==> src/hw/cof_pkg.sv <==
/*
 * Shared constants and types of the charger option register bank.
 * Assumes one 250 MHz clock and a serial management bus on two pins.
 */
package cof_pkg;

    // ==========================================================
    // Command codes of the two option registers
    // ==========================================================
    localparam logic [7:0]  CMD_OPTIONS_FIRST   = 8'h12;
    localparam logic [7:0]  CMD_OPTIONS_SECOND  = 8'h3b;

    // ==========================================================
    // Reset values and writable bit masks
    // ==========================================================
    localparam logic [15:0] RESET_FIRST         = 16'he108;
    localparam logic [15:0] RESET_SECOND        = 16'hc210;
    localparam logic [15:0] MASK_FIRST          = 16'he339;
    localparam logic [15:0] MASK_SECOND         = 16'hfefa;

    // ==========================================================
    // Field positions
    // ==========================================================
    localparam int POS_LEARN                    = 5;
    localparam int POS_ADAPTER_GAIN             = 4;
    localparam int POS_DISCHARGE_GAIN           = 3;
    localparam int POS_CHARGE_BLOCK             = 0;
    localparam int POS_DEPLETION_LO             = 14;
    localparam int POS_SENSE_RATIO_LO           = 12;
    localparam int POS_DISCHARGE_OUT_EN         = 11;

    // ==========================================================
    // Bus framing
    // ==========================================================
    localparam logic [3:0]  BYTE_BITS           = 4'h8;
    localparam logic [6:0]  DEFAULT_DEV_ADDR    = 7'h09;

    typedef enum logic [3:0] {
        SMB_IDLE,
        SMB_ADDR,
        SMB_ADDR_ACK,
        SMB_CMD,
        SMB_CMD_ACK,
        SMB_WLO,
        SMB_WLO_ACK,
        SMB_WHI,
        SMB_WHI_ACK,
        SMB_TX,
        SMB_TX_ACK,
        SMB_WAIT
    } cof_smb_type;

    typedef struct packed {
        logic       adapter_switch;
        logic       reverse_block_switch;
        logic       battery_switch;
        logic       learn_active;
        logic       boost_active;
        logic       charge_enable;
        logic       adapter_monitor_gain_sel;
        logic       discharge_monitor_gain_sel;
        logic       discharge_monitor_out_en;
        logic [1:0] depletion_threshold_sel;
        logic [1:0] sense_resistor_ratio;
    } cof_ctrl_type;

    typedef struct packed {
        cof_smb_type  smb;
        logic [7:0]   shift;
        logic [3:0]   cnt;
        logic         read;
        logic         hi_byte;
        logic         master_ack;
        logic [7:0]   cmd;
        logic [7:0]   wlo;
        logic [15:0]  txs;
        logic         sda_drv;
        logic         scl_q;
        logic         sda_q;
        logic [15:0]  opt_first;
        logic [15:0]  opt_second;
        cof_ctrl_type ctrl;
    } cof_state_type;

endpackage

==> src/hw/cof_option_regs.sv <==
/*
 * Charger option register bank with its serial management bus slave.
 * Holds both option registers, runs the learn cycle and boost exits,
 * and drives the switch, monitor and charge controls to the analog side.
 * Assumes an open-drain bus resolved outside and no clock stretching.
 */
module cof_option_regs #(
    parameter logic [6:0] DEV_ADDR = cof_pkg::DEFAULT_DEV_ADDR
) (
    input  wire logic          i_clk,                    // 250 MHz clock
    input  wire logic          i_rst,                    // async reset, high
    input  wire logic          i_scl,                    // bus clock pin
    input  wire logic          i_sda,                    // bus data pin in
    output logic               o_sda,                    // bus data pin out
    output logic               o_sda_oe,                 // bus data enable
    input  wire logic          i_battery_present_n,      // battery absent high
    input  wire logic          i_battery_below_threshold, // depletion compare
    input  wire logic          i_adapter_present,        // adapter is valid
    input  wire logic          i_boost_request,          // boost wanted
    input  wire logic          i_charge_setting_valid,   // current, volt ok
    output cof_pkg::cof_ctrl_type o_ctrl                 // analog controls
);
    import cof_pkg::*;

    // ==========================================================
    // Pin synchronisers
    // ==========================================================
    logic [3:0] pins;
    logic       scl;
    logic       sda;
    logic       absent;
    logic       depleted;

    cof_sync #(
        .W    (4),
        .INIT (4'hf)
    ) u_sync (
        .i_clk (i_clk),
        .i_rst (i_rst),
        .i_d   ({i_scl, i_sda, i_battery_present_n,
                 i_battery_below_threshold}),
        .o_q   (pins)
    );

    assign scl      = pins[3];
    assign sda      = pins[2];
    assign absent   = pins[1];
    assign depleted = pins[0];

    cof_state_type st;
    cof_state_type next_st;

    logic scl_rise;
    logic scl_fall;
    logic bus_start;
    logic bus_stop;

    assign scl_rise  = scl & ~st.scl_q;
    assign scl_fall  = ~scl & st.scl_q;
    assign bus_start = scl & st.scl_q & st.sda_q & ~sda;
    assign bus_stop  = scl & st.scl_q & ~st.sda_q & sda;

    // ==========================================================
    // Register read decode
    // ==========================================================
    function automatic logic [15:0] cof_read_reg(
        input logic [7:0]  cmd,
        input logic [15:0] first,
        input logic [15:0] second
    );
        logic [15:0] val;
        val = 16'h0000;
        case (cmd)
            CMD_OPTIONS_FIRST:  val = first & MASK_FIRST;
            CMD_OPTIONS_SECOND: val = second & MASK_SECOND;
            default:            val = 16'h0000;
        endcase
        return val;
    endfunction

    // ==========================================================
    // Next state
    // ==========================================================
    always_comb
    begin
        logic        wr_en;
        logic [15:0] wr_data;
        logic        learn;
        logic [15:0] rd_val;
        wr_en   = 1'b0;
        wr_data = 16'h0000;
        learn   = 1'b0;
        rd_val  = cof_read_reg(st.cmd, st.opt_first, st.opt_second);
        next_st = st;
        next_st.scl_q = scl;
        next_st.sda_q = sda;

        if (bus_start)
        begin
            next_st.smb     = SMB_ADDR;
            next_st.cnt     = 4'h0;
            next_st.sda_drv = 1'b0;
        end
        else if (bus_stop)
        begin
            next_st.smb     = SMB_IDLE;
            next_st.sda_drv = 1'b0;
        end
        else
        begin
            case (st.smb)
                SMB_ADDR, SMB_CMD, SMB_WLO, SMB_WHI:
                begin
                    if (scl_rise && st.cnt != BYTE_BITS)
                    begin
                        next_st.shift = {st.shift[6:0], sda};
                        next_st.cnt   = st.cnt + 4'h1;
                    end
                    else if (scl_fall && st.cnt == BYTE_BITS)
                    begin
                        next_st.cnt     = 4'h0;
                        next_st.sda_drv = 1'b1;
                        case (st.smb)
                            SMB_ADDR:
                            begin
                                if (st.shift[7:1] == DEV_ADDR)
                                begin
                                    next_st.read    = st.shift[0];
                                    next_st.hi_byte = 1'b0;
                                    next_st.txs     = {rd_val[7:0],
                                                       rd_val[15:8]};
                                    next_st.smb     = SMB_ADDR_ACK;
                                end
                                else
                                begin
                                    next_st.sda_drv = 1'b0;
                                    next_st.smb     = SMB_WAIT;
                                end
                            end
                            SMB_CMD:
                            begin
                                next_st.cmd = st.shift;
                                next_st.smb = SMB_CMD_ACK;
                            end
                            SMB_WLO:
                            begin
                                next_st.wlo = st.shift;
                                next_st.smb = SMB_WLO_ACK;
                            end
                            default:
                            begin
                                wr_en       = 1'b1;
                                wr_data     = {st.shift, st.wlo};
                                next_st.smb = SMB_WHI_ACK;
                            end
                        endcase
                    end
                end
                SMB_ADDR_ACK:
                begin
                    if (scl_fall)
                    begin
                        if (st.read)
                        begin
                            next_st.sda_drv = ~st.txs[15];
                            next_st.txs     = {st.txs[14:0], 1'b0};
                            next_st.cnt     = 4'h1;
                            next_st.smb     = SMB_TX;
                        end
                        else
                        begin
                            next_st.sda_drv = 1'b0;
                            next_st.smb     = SMB_CMD;
                        end
                    end
                end
                SMB_CMD_ACK, SMB_WLO_ACK, SMB_WHI_ACK:
                begin
                    if (scl_fall)
                    begin
                        next_st.sda_drv = 1'b0;
                        case (st.smb)
                            SMB_CMD_ACK: next_st.smb = SMB_WLO;
                            SMB_WLO_ACK: next_st.smb = SMB_WHI;
                            default:     next_st.smb = SMB_WAIT;
                        endcase
                    end
                end
                SMB_TX:
                begin
                    if (scl_fall)
                    begin
                        if (st.cnt == BYTE_BITS)
                        begin
                            next_st.sda_drv = 1'b0;
                            next_st.cnt     = 4'h0;
                            next_st.smb     = SMB_TX_ACK;
                        end
                        else
                        begin
                            next_st.sda_drv = ~st.txs[15];
                            next_st.txs     = {st.txs[14:0], 1'b0};
                            next_st.cnt     = st.cnt + 4'h1;
                        end
                    end
                end
                SMB_TX_ACK:
                begin
                    if (scl_rise)
                    begin
                        next_st.master_ack = ~sda;
                    end
                    else if (scl_fall)
                    begin
                        if (st.master_ack && !st.hi_byte)
                        begin
                            next_st.hi_byte = 1'b1;
                            next_st.sda_drv = ~st.txs[15];
                            next_st.txs     = {st.txs[14:0], 1'b0};
                            next_st.cnt     = 4'h1;
                            next_st.smb     = SMB_TX;
                        end
                        else
                        begin
                            next_st.smb = SMB_WAIT;
                        end
                    end
                end
                SMB_IDLE, SMB_WAIT:
                begin
                    next_st.sda_drv = 1'b0;
                end
                default:
                begin
                    next_st.smb     = SMB_IDLE;
                    next_st.sda_drv = 1'b0;
                end
            endcase
        end

        // ======================================================
        // Register writes
        // ======================================================
        if (wr_en && st.cmd == CMD_OPTIONS_FIRST)
        begin
            next_st.opt_first = wr_data & MASK_FIRST;
            if (depleted)
            begin
                next_st.opt_first[POS_LEARN] = 1'b0;
            end
        end
        if (wr_en && st.cmd == CMD_OPTIONS_SECOND)
        begin
            next_st.opt_second = wr_data & MASK_SECOND;
        end

        if (absent || depleted)
        begin
            next_st.opt_first[POS_LEARN] = 1'b0;
        end
        learn = next_st.opt_first[POS_LEARN];

        // ======================================================
        // Controls to the analog side
        // ======================================================
        // learn switch pattern
        next_st.ctrl.learn_active         = learn;
        next_st.ctrl.adapter_switch       = ~learn & i_adapter_present;
        next_st.ctrl.reverse_block_switch = ~learn & i_adapter_present;
        next_st.ctrl.battery_switch       = learn | ~i_adapter_present;
        next_st.ctrl.boost_active = i_boost_request & ~depleted;
        next_st.ctrl.charge_enable = ~next_st.opt_first[POS_CHARGE_BLOCK]
                                   & i_charge_setting_valid & ~learn;
        next_st.ctrl.adapter_monitor_gain_sel =
            next_st.opt_first[POS_ADAPTER_GAIN];
        next_st.ctrl.discharge_monitor_gain_sel =
            next_st.opt_first[POS_DISCHARGE_GAIN];
        next_st.ctrl.discharge_monitor_out_en =
            next_st.opt_second[POS_DISCHARGE_OUT_EN];
        next_st.ctrl.depletion_threshold_sel =
            next_st.opt_second[POS_DEPLETION_LO +: 2];
        next_st.ctrl.sense_resistor_ratio =
            next_st.opt_second[POS_SENSE_RATIO_LO +: 2];
    end

    // ==========================================================
    // State register
    // ==========================================================
    always_ff @(posedge i_clk or posedge i_rst)
    begin
        if (i_rst)
        begin
            st            <= '0;
            st.smb        <= SMB_IDLE;
            st.scl_q      <= 1'b1;
            st.sda_q      <= 1'b1;
            st.opt_first  <= RESET_FIRST;
            st.opt_second <= RESET_SECOND;
            st.ctrl.discharge_monitor_gain_sel <=
                RESET_FIRST[POS_DISCHARGE_GAIN];
            st.ctrl.depletion_threshold_sel <=
                RESET_SECOND[POS_DEPLETION_LO +: 2];
        end
        else
        begin
            st <= next_st;
        end
    end

    assign o_sda    = 1'b0;
    assign o_sda_oe = st.sda_drv;
    assign o_ctrl   = st.ctrl;

endmodule

==> src/hw/cof_sync.sv <==
/*
 * Three-stage synchroniser with agreement filter for asynchronous pins.
 * Assumes the inputs are slow compared with the 250 MHz clock.
 */
module cof_sync #(
    parameter int             W    = 4,
    parameter logic [W-1:0]   INIT = '1
) (
    input  wire logic         i_clk,   // system clock
    input  wire logic         i_rst,   // asynchronous reset, high
    input  wire logic [W-1:0] i_d,     // asynchronous inputs
    output logic      [W-1:0] o_q      // filtered synchronous outputs
);

    typedef struct packed {
        logic [W-1:0] s1;
        logic [W-1:0] s2;
        logic [W-1:0] s3;
        logic [W-1:0] q;
    } cof_sync_state_type;

    cof_sync_state_type st;
    cof_sync_state_type next_st;

    // A bit is taken over only once stages two and three agree.
    always_comb
    begin
        next_st    = st;
        next_st.s1 = i_d;
        next_st.s2 = st.s1;
        next_st.s3 = st.s2;
        for (int i = 0; i < W; i++)
        begin
            if (st.s2[i] == st.s3[i])
            begin
                next_st.q[i] = st.s3[i];
            end
        end
    end

    always_ff @(posedge i_clk or posedge i_rst)
    begin
        if (i_rst)
        begin
            st <= '{s1: INIT, s2: INIT, s3: INIT, q: INIT};
        end
        else
        begin
            st <= next_st;
        end
    end

    assign o_q = st.q;

endmodule

==> config.mk <==
export PLATFORM = sky130hd
export DESIGN_NAME = cof_option_regs
export DESIGN_NICKNAME = d
export VERILOG_FILES = /design/src/hw/cof_pkg.sv /design/src/hw/cof_option_regs.sv /design/src/hw/cof_sync.sv
export SDC_FILE = /design/constraint.sdc
export NUM_CORES = 1
export LEC_CHECK = 0
export ABC_AREA = 1
export ABC_CLOCK_PERIOD_IN_PS = 3560
export BUFFER_PORTS_ARGS = -buffer_cell sky130_fd_sc_hd__clkbuf_2
export CORE_MARGIN = 8
export CORE_UTILIZATION = 61
export DETAILED_ROUTE_END_ITERATION = 8
export HOLD_SLACK_MARGIN = 0.1
export PLACE_DENSITY = 0.83
export SETUP_SLACK_MARGIN = 0.2
export SYNTH_ARGS = -nofsm -noshare
export SYNTH_HDL_FRONTEND = slang
export SYNTH_SLANG_ARGS = --single-unit
==> constraint.sdc <==
create_clock -name i_clk -period 3.56 [get_ports i_clk]
set_clock_uncertainty 0.2 [all_clocks]
set_input_delay 0.712 -clock i_clk [delete_from_list [all_inputs] [get_ports i_clk]]
set_output_delay 0.712 -clock i_clk [all_outputs]
set_load 0.02 [all_outputs]
==> qor.txt, run 1 <==
hold path depth = 0
Sink Count = 95
pwr dens = 612 mW/mm2
Final Util = 66.3%
H-tree levels = 3
Mapped Cells = 594
post-layout net count = 616
CTS tree = built
reg2reg start = st[83]$_DFFE_PP0P_
Synth Warn # = 0
Storage cell area = 0.00241 mm2
critical path fanouts, max = 16
Crit. End Element = flop
Bufs and invs on worst path = 2
Async S/R FF share, synth = 100%
cts repair resizes = 0
Routed Wire Length = 10,400 um
initial antenna violation count = 0
clock latency on the worst-skew pair = 370 ps
Routed Antenna Nets = 0
cells along the critical path = inv_1 > ha_1 > nand3_1 > nor2_2 > nand2_1 > nor2_4 > nand2_1 > nand2_1 > nand3_1 > nand2_1 > inv_1
unrepaired setup endpoints after global routing = no
Starting Density = 61.9%
Synth area leaders = dfrtp_1 (36%), nand2_1 (18%), dfstp_2 (15%), nand3_1 (5.2%), o21ai_0 (4.2%)
Netlist cell types = 32
total gr overflow = 0
DRT Pass-1 Iters = 5
Vias/cell = 5.43
most frequent cells after synthesis = nand2_1 (224), dfrtp_1 (68), nor2_1 (50)
Max stage delay on crit path = 450 ps
largest net degree at the start of global routing = 48
# IOs = 24
area of the multi-input gates = 0.00194 mm2
layout cell share with drive strength beyond 1 = 16.4%
vias in the first global route = 3,787
Yosys reg bits = 95
CP max stage cell = dfrtp_1
register clock-pin slew on the reported worst setup and hold paths = 90 ps
Hold Crit Endpoint = u_sync.next_st[7]$_DFF_PP1_
Worst Hold Class = flop to flop
HP Start = u_sync.next_st[11]$_DFF_PP1_
Root Driver = clkbuf_8
Worst-Margin Slew = 666 ps
WS Path Type = flop to flop
post-synth top area share = 36.4%
final setup vio count = 0
Post-Syn Area per Cell = 7.88 um2
EDFF count, synth = 0
crit start category = flop
arrival time worst endpoint = 2760 ps
final worst path period share = 75.9%
Tmin final = 2700 ps
hpwl dp = 7620 um
setup slack on the worst flop-to-flop path = 860 ps
Core Footprint = 0.00757 mm2
Mapped Area = 0.00468 mm2
Via Count = 3,869
Max-Cap Viols = 0
Initial DRC Count = 273
Top FF cell, synth = dfrtp_1
die area = 0.0107 mm2
post-cts hold buffer count = 0
# port buffers = 22
DRC viols = 0
peak supply drop = 352 uV
R2R depth = 11
register area share after synthesis = 51.5%
cell repeated most along the worst path = nand2_1
status = completed
n_diodes = 0
Die H = 104 um
Routability Congestion = 0.905
Lkg Pwr = 0.00245 uW
area leader, netlist = dfrtp_1
r2r endpoint = o_ctrl[11]$_DFF_PP0_
Die W = 104 um
P&R area growth vs syn = 7.11%
worst-case clock buffer depth = 2
Hold Fails Final Rpt = 0
setup TNS = 0 ps
Filler cells = 603
Net Count, Synth = 605
number of setup buffers added after CTS = 0
Worst Path Required = 3620 ps
Tot GR Track Use = 20.1%
relative slew slack = 55.5%
first-pass GRT wire length = 17,800 um
row count = 32
highest clock rate = 0.370 GHz
most frequent cell after synthesis = nand2_1
CP top delay family = simple AND/OR/NAND/NOR gates
Num CTS Buffers = 9
WL per Instance = 14.6 um
fin. max-slew vios = 0
==> stage by stage <==
stage	power (uW)	hold slack, ps	instances	cell area, um2	setup slack, ps
2_1_floorplan	2060	145	594	4680	216
3_3_place_gp	2250	146	696	4780	1060
3_5_place_dp	2270	147	696	4780	920
4_1_cts	3070	160	712	5010	894
5_1_grt	3280	162	712	5010	566
6_report	3070	159	712	5010	859
==> worst max path at each step <==
stage                                       end          startpoint  slack [ps]  cells after the start
after detailed placement   o_ctrl[11]$_DFF_PP0_  st[83]$_DFFE_PP0P_         920                     11
after floorplan           o_ctrl[0]$_DFFE_PP0P_               i_rst         220                      1
after global routing       o_ctrl[11]$_DFF_PP0_  st[83]$_DFFE_PP0P_         570                     11
after CTS                  o_ctrl[11]$_DFF_PP0_  st[83]$_DFFE_PP0P_         890                     11
final                      o_ctrl[11]$_DFF_PP0_  st[83]$_DFFE_PP0P_         860                     11
after global placement     o_ctrl[11]$_DFF_PP0_  st[83]$_DFFE_PP0P_        1060                     11
==> layout by cell type (no fill, tap or decap) <==
cell type / n
inv_2: 9
bufinv_16: 2
nor3_2: 2
xor2_1: 1
dfrtp_1: 68
o21ai_0: 39
or2_2: 1
xnor2_1: 1
o211ai_1: 1
a21o_1: 1
nor3_1: 4
nand3b_1: 4
nand2_1: 224
clkbuf_8: 10
inv_1: 33
nor2_4: 5
nand2_2: 7
nor2_1: 50
o21bai_1: 1
conb_1: 1
a21oi_1: 4
nand3_1: 49
nand4_2: 2
nor2_2: 5
clkbuf_2: 22
clkinv_1: 1
clkbuf_1: 1
inv_4: 1
maj3_1: 4
ha_1: 2
o21ai_1: 19
dfstp_2: 27
inv_6: 1
nand4_1: 2
clkinvlp_4: 1
buf_4: 4
inv_8: 1
==> metal layers <==
| metal | share of wire, % | up-vias | track usage, % | wire, um |
|---|---|---|---|---|
| met5 | 0 | - | 0 | 0 |
| met1 | 45 | 1855 | 26.4 | 4670 |
| li1 | - | 1891 | - | - |
| met3 | 5.9 | 17 | 4.09 | 619 |
| met4 | 1.6 | 0 | 7.24 | 166 |
| met2 | 48 | 106 | 32.3 | 4950 |
==> logic make-up (layout without fill, tap and decap cells) <==
logic type / count (synthesis) / after routing / share of synthesized area, %
and+or+nand+nor: 355 / 355 / 32.5
DFF: 95 / 95 / 51.5
buffers and inverters: 70 / 86 / 7.08
AOI/OAI and AO/OA: 65 / 65 / 7.11
adders and majority gates: 6 / 6 / 1.39
xor gates and xnor gates: 2 / 2 / 0.374
other: 1 / 1 / 0.0801
==> cell type report <==
type,instances,area share [%]
Sequential cell,95,48.1
Multi-Input combinational cell,429,38.7
Inverter,44,3.34
Clock buffer,11,2.82
Timing Repair Buffer,26,2.80
Tap cell,102,2.55
Clock inverter,5,1.75
==> state kept, by name (all words and copies together) (netlist names) <==
| register | cells |
|---|---|
| u_sync.next_st | 8 |
| st | 72 |
| o_sda_oe | 1 |
| u_sync.st | 4 |
| o_ctrl | 6 |
| u_sync.o_q | 4 |
==> report_power, final <==
group	internal (uW)	switching, uW
clock	423	374
combinational	284	728
sequential	1170	92.7
total	1870	1190
Note: power is estimated with default switching activity, not from simulation.
==> run 2, diff against run 1 <==
--- a/config.mk
+++ b/config.mk
@@ -6,13 +6,13 @@
 export NUM_CORES = 1
 export LEC_CHECK = 0
 export ABC_AREA = 1
-export ABC_CLOCK_PERIOD_IN_PS = 3560
+export ABC_CLOCK_PERIOD_IN_PS = 2300
 export BUFFER_PORTS_ARGS = -buffer_cell sky130_fd_sc_hd__clkbuf_2
 export CORE_MARGIN = 8
-export CORE_UTILIZATION = 61
+export CORE_UTILIZATION = 55
 export DETAILED_ROUTE_END_ITERATION = 8
 export HOLD_SLACK_MARGIN = 0.1
-export PLACE_DENSITY = 0.83
+export PLACE_DENSITY = 0.8
 export SETUP_SLACK_MARGIN = 0.2
 export SYNTH_ARGS = -nofsm -noshare
 export SYNTH_HDL_FRONTEND = slang
==> constraint.sdc (replaced) <==
create_clock -name i_clk -period 2.3 [get_ports i_clk]
set_clock_uncertainty 0.2 [all_clocks]
set_input_delay 0.46 -clock i_clk [delete_from_list [all_inputs] [get_ports i_clk]]
set_output_delay 0.46 -clock i_clk [all_outputs]
set_load 0.02 [all_outputs]
==> run 2 against run 1 <==
Power grew 69%. Die area grew 9.2%. Clock power is 39% higher. Utilization is 0.54 points higher. Flip-flop and latch count unchanged. Global-route usage down 1.6 points. Cell area up 9.5%. Critical path type unchanged. Highest routed layer unchanged.
==> qor.txt, run 2 (synthesis gave the netlist of run 1 again) <==
status = completed
most common cell after layout, fill and taps aside = nand2_1
Die W = 108 um (+4.5%)
Routed Wire Length = 10,800 um (+3.4%)
WL per Instance = 14.3 um (-1.8%)
Initial DRC Count = 275 (+0.73%)
final worst path period share = 89.0% (+13 points)
row count = 33 (+3.1%)
Sink Count = 95 (unchanged)
Max-Cap Viols = 0 (unchanged)
setup slack on the worst flop-to-flop path = 250 ps (-610 ps)
Combinational Power Share = 40.6% (+7.6 points)
largest net degree at the start of global routing = 58 (+21%)
Largest Register = st
pwr dens = 942 mW/mm2 (+54%)
register clock-pin slew on the reported worst setup and hold paths = 110 ps (+20 ps)
setup TNS = 0 ps (unchanged)
Worst Hold Class = flop to flop
relative slew slack = 64.1% (+8.6 points)
Tmin final = 2050 ps (-654 ps)
final cell count without fillers = 750 (+5.3%)
Tot GR Track Use = 18.5% (-1.6 points)
Root Driver = clkbuf_8
post-layout net count = 651 (+5.7%)
peak supply drop = 476 uV (+35%)
internal power = 3010 uW (+61%)
H-tree levels = 3 (unchanged)
critical path fanouts, max = 6 (-10)
Vias/cell = 5.46 (+0.55%)
P&R area growth vs syn = 17.2%
WS Path Type = flop to flop
Starting Density = 57.0% (-4.9 points)
Die H = 108 um (+4.5%)
clock network fraction of total power = 21.5% (-4.5 points)
clock latency on the worst-skew pair = 370 ps (about the same)
Placed Cells = 706 (+1.4%)
initial antenna violation count = 0 (unchanged)
Crit. End Element = flop
arrival time worst endpoint = 2110 ps (-650 ps)
NetSw = 2160 uW (+81%)
vias in the first global route = 3,780 (-0.18%)
die area = 0.0117 mm2 (+9.2%)
hpwl dp = 7220 um (-5.2%)
layout cell share with drive strength beyond 1 = 24.5% (+8.1 points)
Routed Antenna Nets = 0 (unchanged)
n_diodes = 0 (unchanged)
Power, Total = 5170 uW (+69%)
Worst-Margin Slew = 536 ps (-130 ps)
crit start category = flop
commonest cells after routing, fill and taps aside = nand2_1 (216), dfrtp_1 (63), nand3_1 (47)
highest clock rate = 0.489 GHz (+32%)
Hold Fails Final Rpt = 0 (unchanged)
Num CTS Buffers = 9 (unchanged)
DRC viols = 0 (unchanged)
first-pass GRT wire length = 17,600 um (-1.2%)
# port buffers = 22 (unchanged)
Via Count = 4,098 (+5.9%)
final setup vio count = 0 (unchanged)
CTS tree = built
Core Footprint = 0.00822 mm2 (+8.6%)
unrepaired setup endpoints after global routing = yes
Routability Congestion = 0.895 (-1.0%)
Worst Path Required = 2360 ps (-1260 ps)
Seq pwr share = 37.8% (-3.3 points)
sw frac = 41.8% (+2.9 points)
max reg flops = 72 (unchanged)
total gr overflow = 0 (unchanged)
# IOs = 24 (unchanged)
fin. max-slew vios = 0 (unchanged)
Lkg Pwr = 0.00264 uW (+7.8%)
DRT Pass-1 Iters = 5 (unchanged)
worst-case clock buffer depth = 2 (unchanged)
==> run 2: changes by cell type in the layout (fill, tap and decap cells not counted), moves of 3 or more <==
cell / change
buf_12: +3
dlygate4sd3_1: +8
nor2_2: +7
dfrtp_1: -5
dfrtp_2: +5
nand2_4: +3
nand2_1: -8
nor2_1: -10
nor2_4: +3
clkinv_8: +3
nand2_2: +4
buf_4: +22
==> run 2: timing repair <==
action,in CTS,in global routing
resized for setup,6,36
setup endpoints to repair,24,63
cloned,0,1
pin swaps,1,8
hold buffers,8,0
setup buffers,2,17
endpoints found under the hold margin,76,0
==> run 2: worst paths after layout <==
path / start / endpoint / cells after the start
worst max register to register: st[83]$_DFFE_PP0P_ / st[85]$_DFFE_PP0P_ / 12
worst max-delay path: st[83]$_DFFE_PP0P_ / st[85]$_DFFE_PP0P_ / 12
worst min register to register: u_sync.next_st[8]$_DFF_PP1_ / u_sync.next_st[4]$_DFF_PP1_ / 0
min in group asynchronous: i_rst / o_ctrl[11]$_DFF_PP0_ / 4
worst min-delay path: u_sync.next_st[8]$_DFF_PP1_ / u_sync.next_st[4]$_DFF_PP1_ / 0
max in group asynchronous: i_rst / u_sync.st[7]$_DFF_PP1_ / 4
==> run 2: power by group through the flow <==
stage	Sequential [uW]	Combinational [uW]	Clock, uW
floorplan	1940	1250	0
global placement	1960	1510	0
finish	1960	2100	1110
global route	1970	2310	1200
CTS	1940	1680	1130
detailed placement	1970	1560	0
==> run 2: cell type report <==
class / instances / area [um2]
tap: 105 / 131
multi-input combinational: 429 / 2070
inverter: 44 / 173
timing repair buffer: 61 / 482
sequential: 95 / 2420
clock buffer: 9 / 124
clock inverter: 7 / 86.3
fill: 646 / 2730
==> run 2: per-layer routing <==
metal	routed length [um]	track usage, %	up-vias
met5	0	0	-
met4	176	6.65	0
li1	-	-	1962
met2	5250	29.7	141
met1	4780	24.9	1977
met3	559	2.86	18
==> run 2: per-stage QoR <==
step	util [%]	hold slack, ps	worst slack, ps	area (um2)
2_1_floorplan	-	145	357	4680
3_3_place_gp	59.1	147	189	4850
3_5_place_dp	59.1	149	39.2	4850
4_1_cts	63.3	165	210	5200
5_1_grt	66.8	167	167	5490
6_report	66.8	164	253	5490
==> run 2: critical path, cell delays in order, from the launching register on <==
cell	delay, ps
dfrtp_2	460
inv_2	90
ha_4	140
nand2_2	70
nor2_4	150
nand2_4	90
nand2_4	80
buf_12	110
nor2_2	40
nand3b_1	230
buf_4	180
nand3_1	50
nand2_1	50
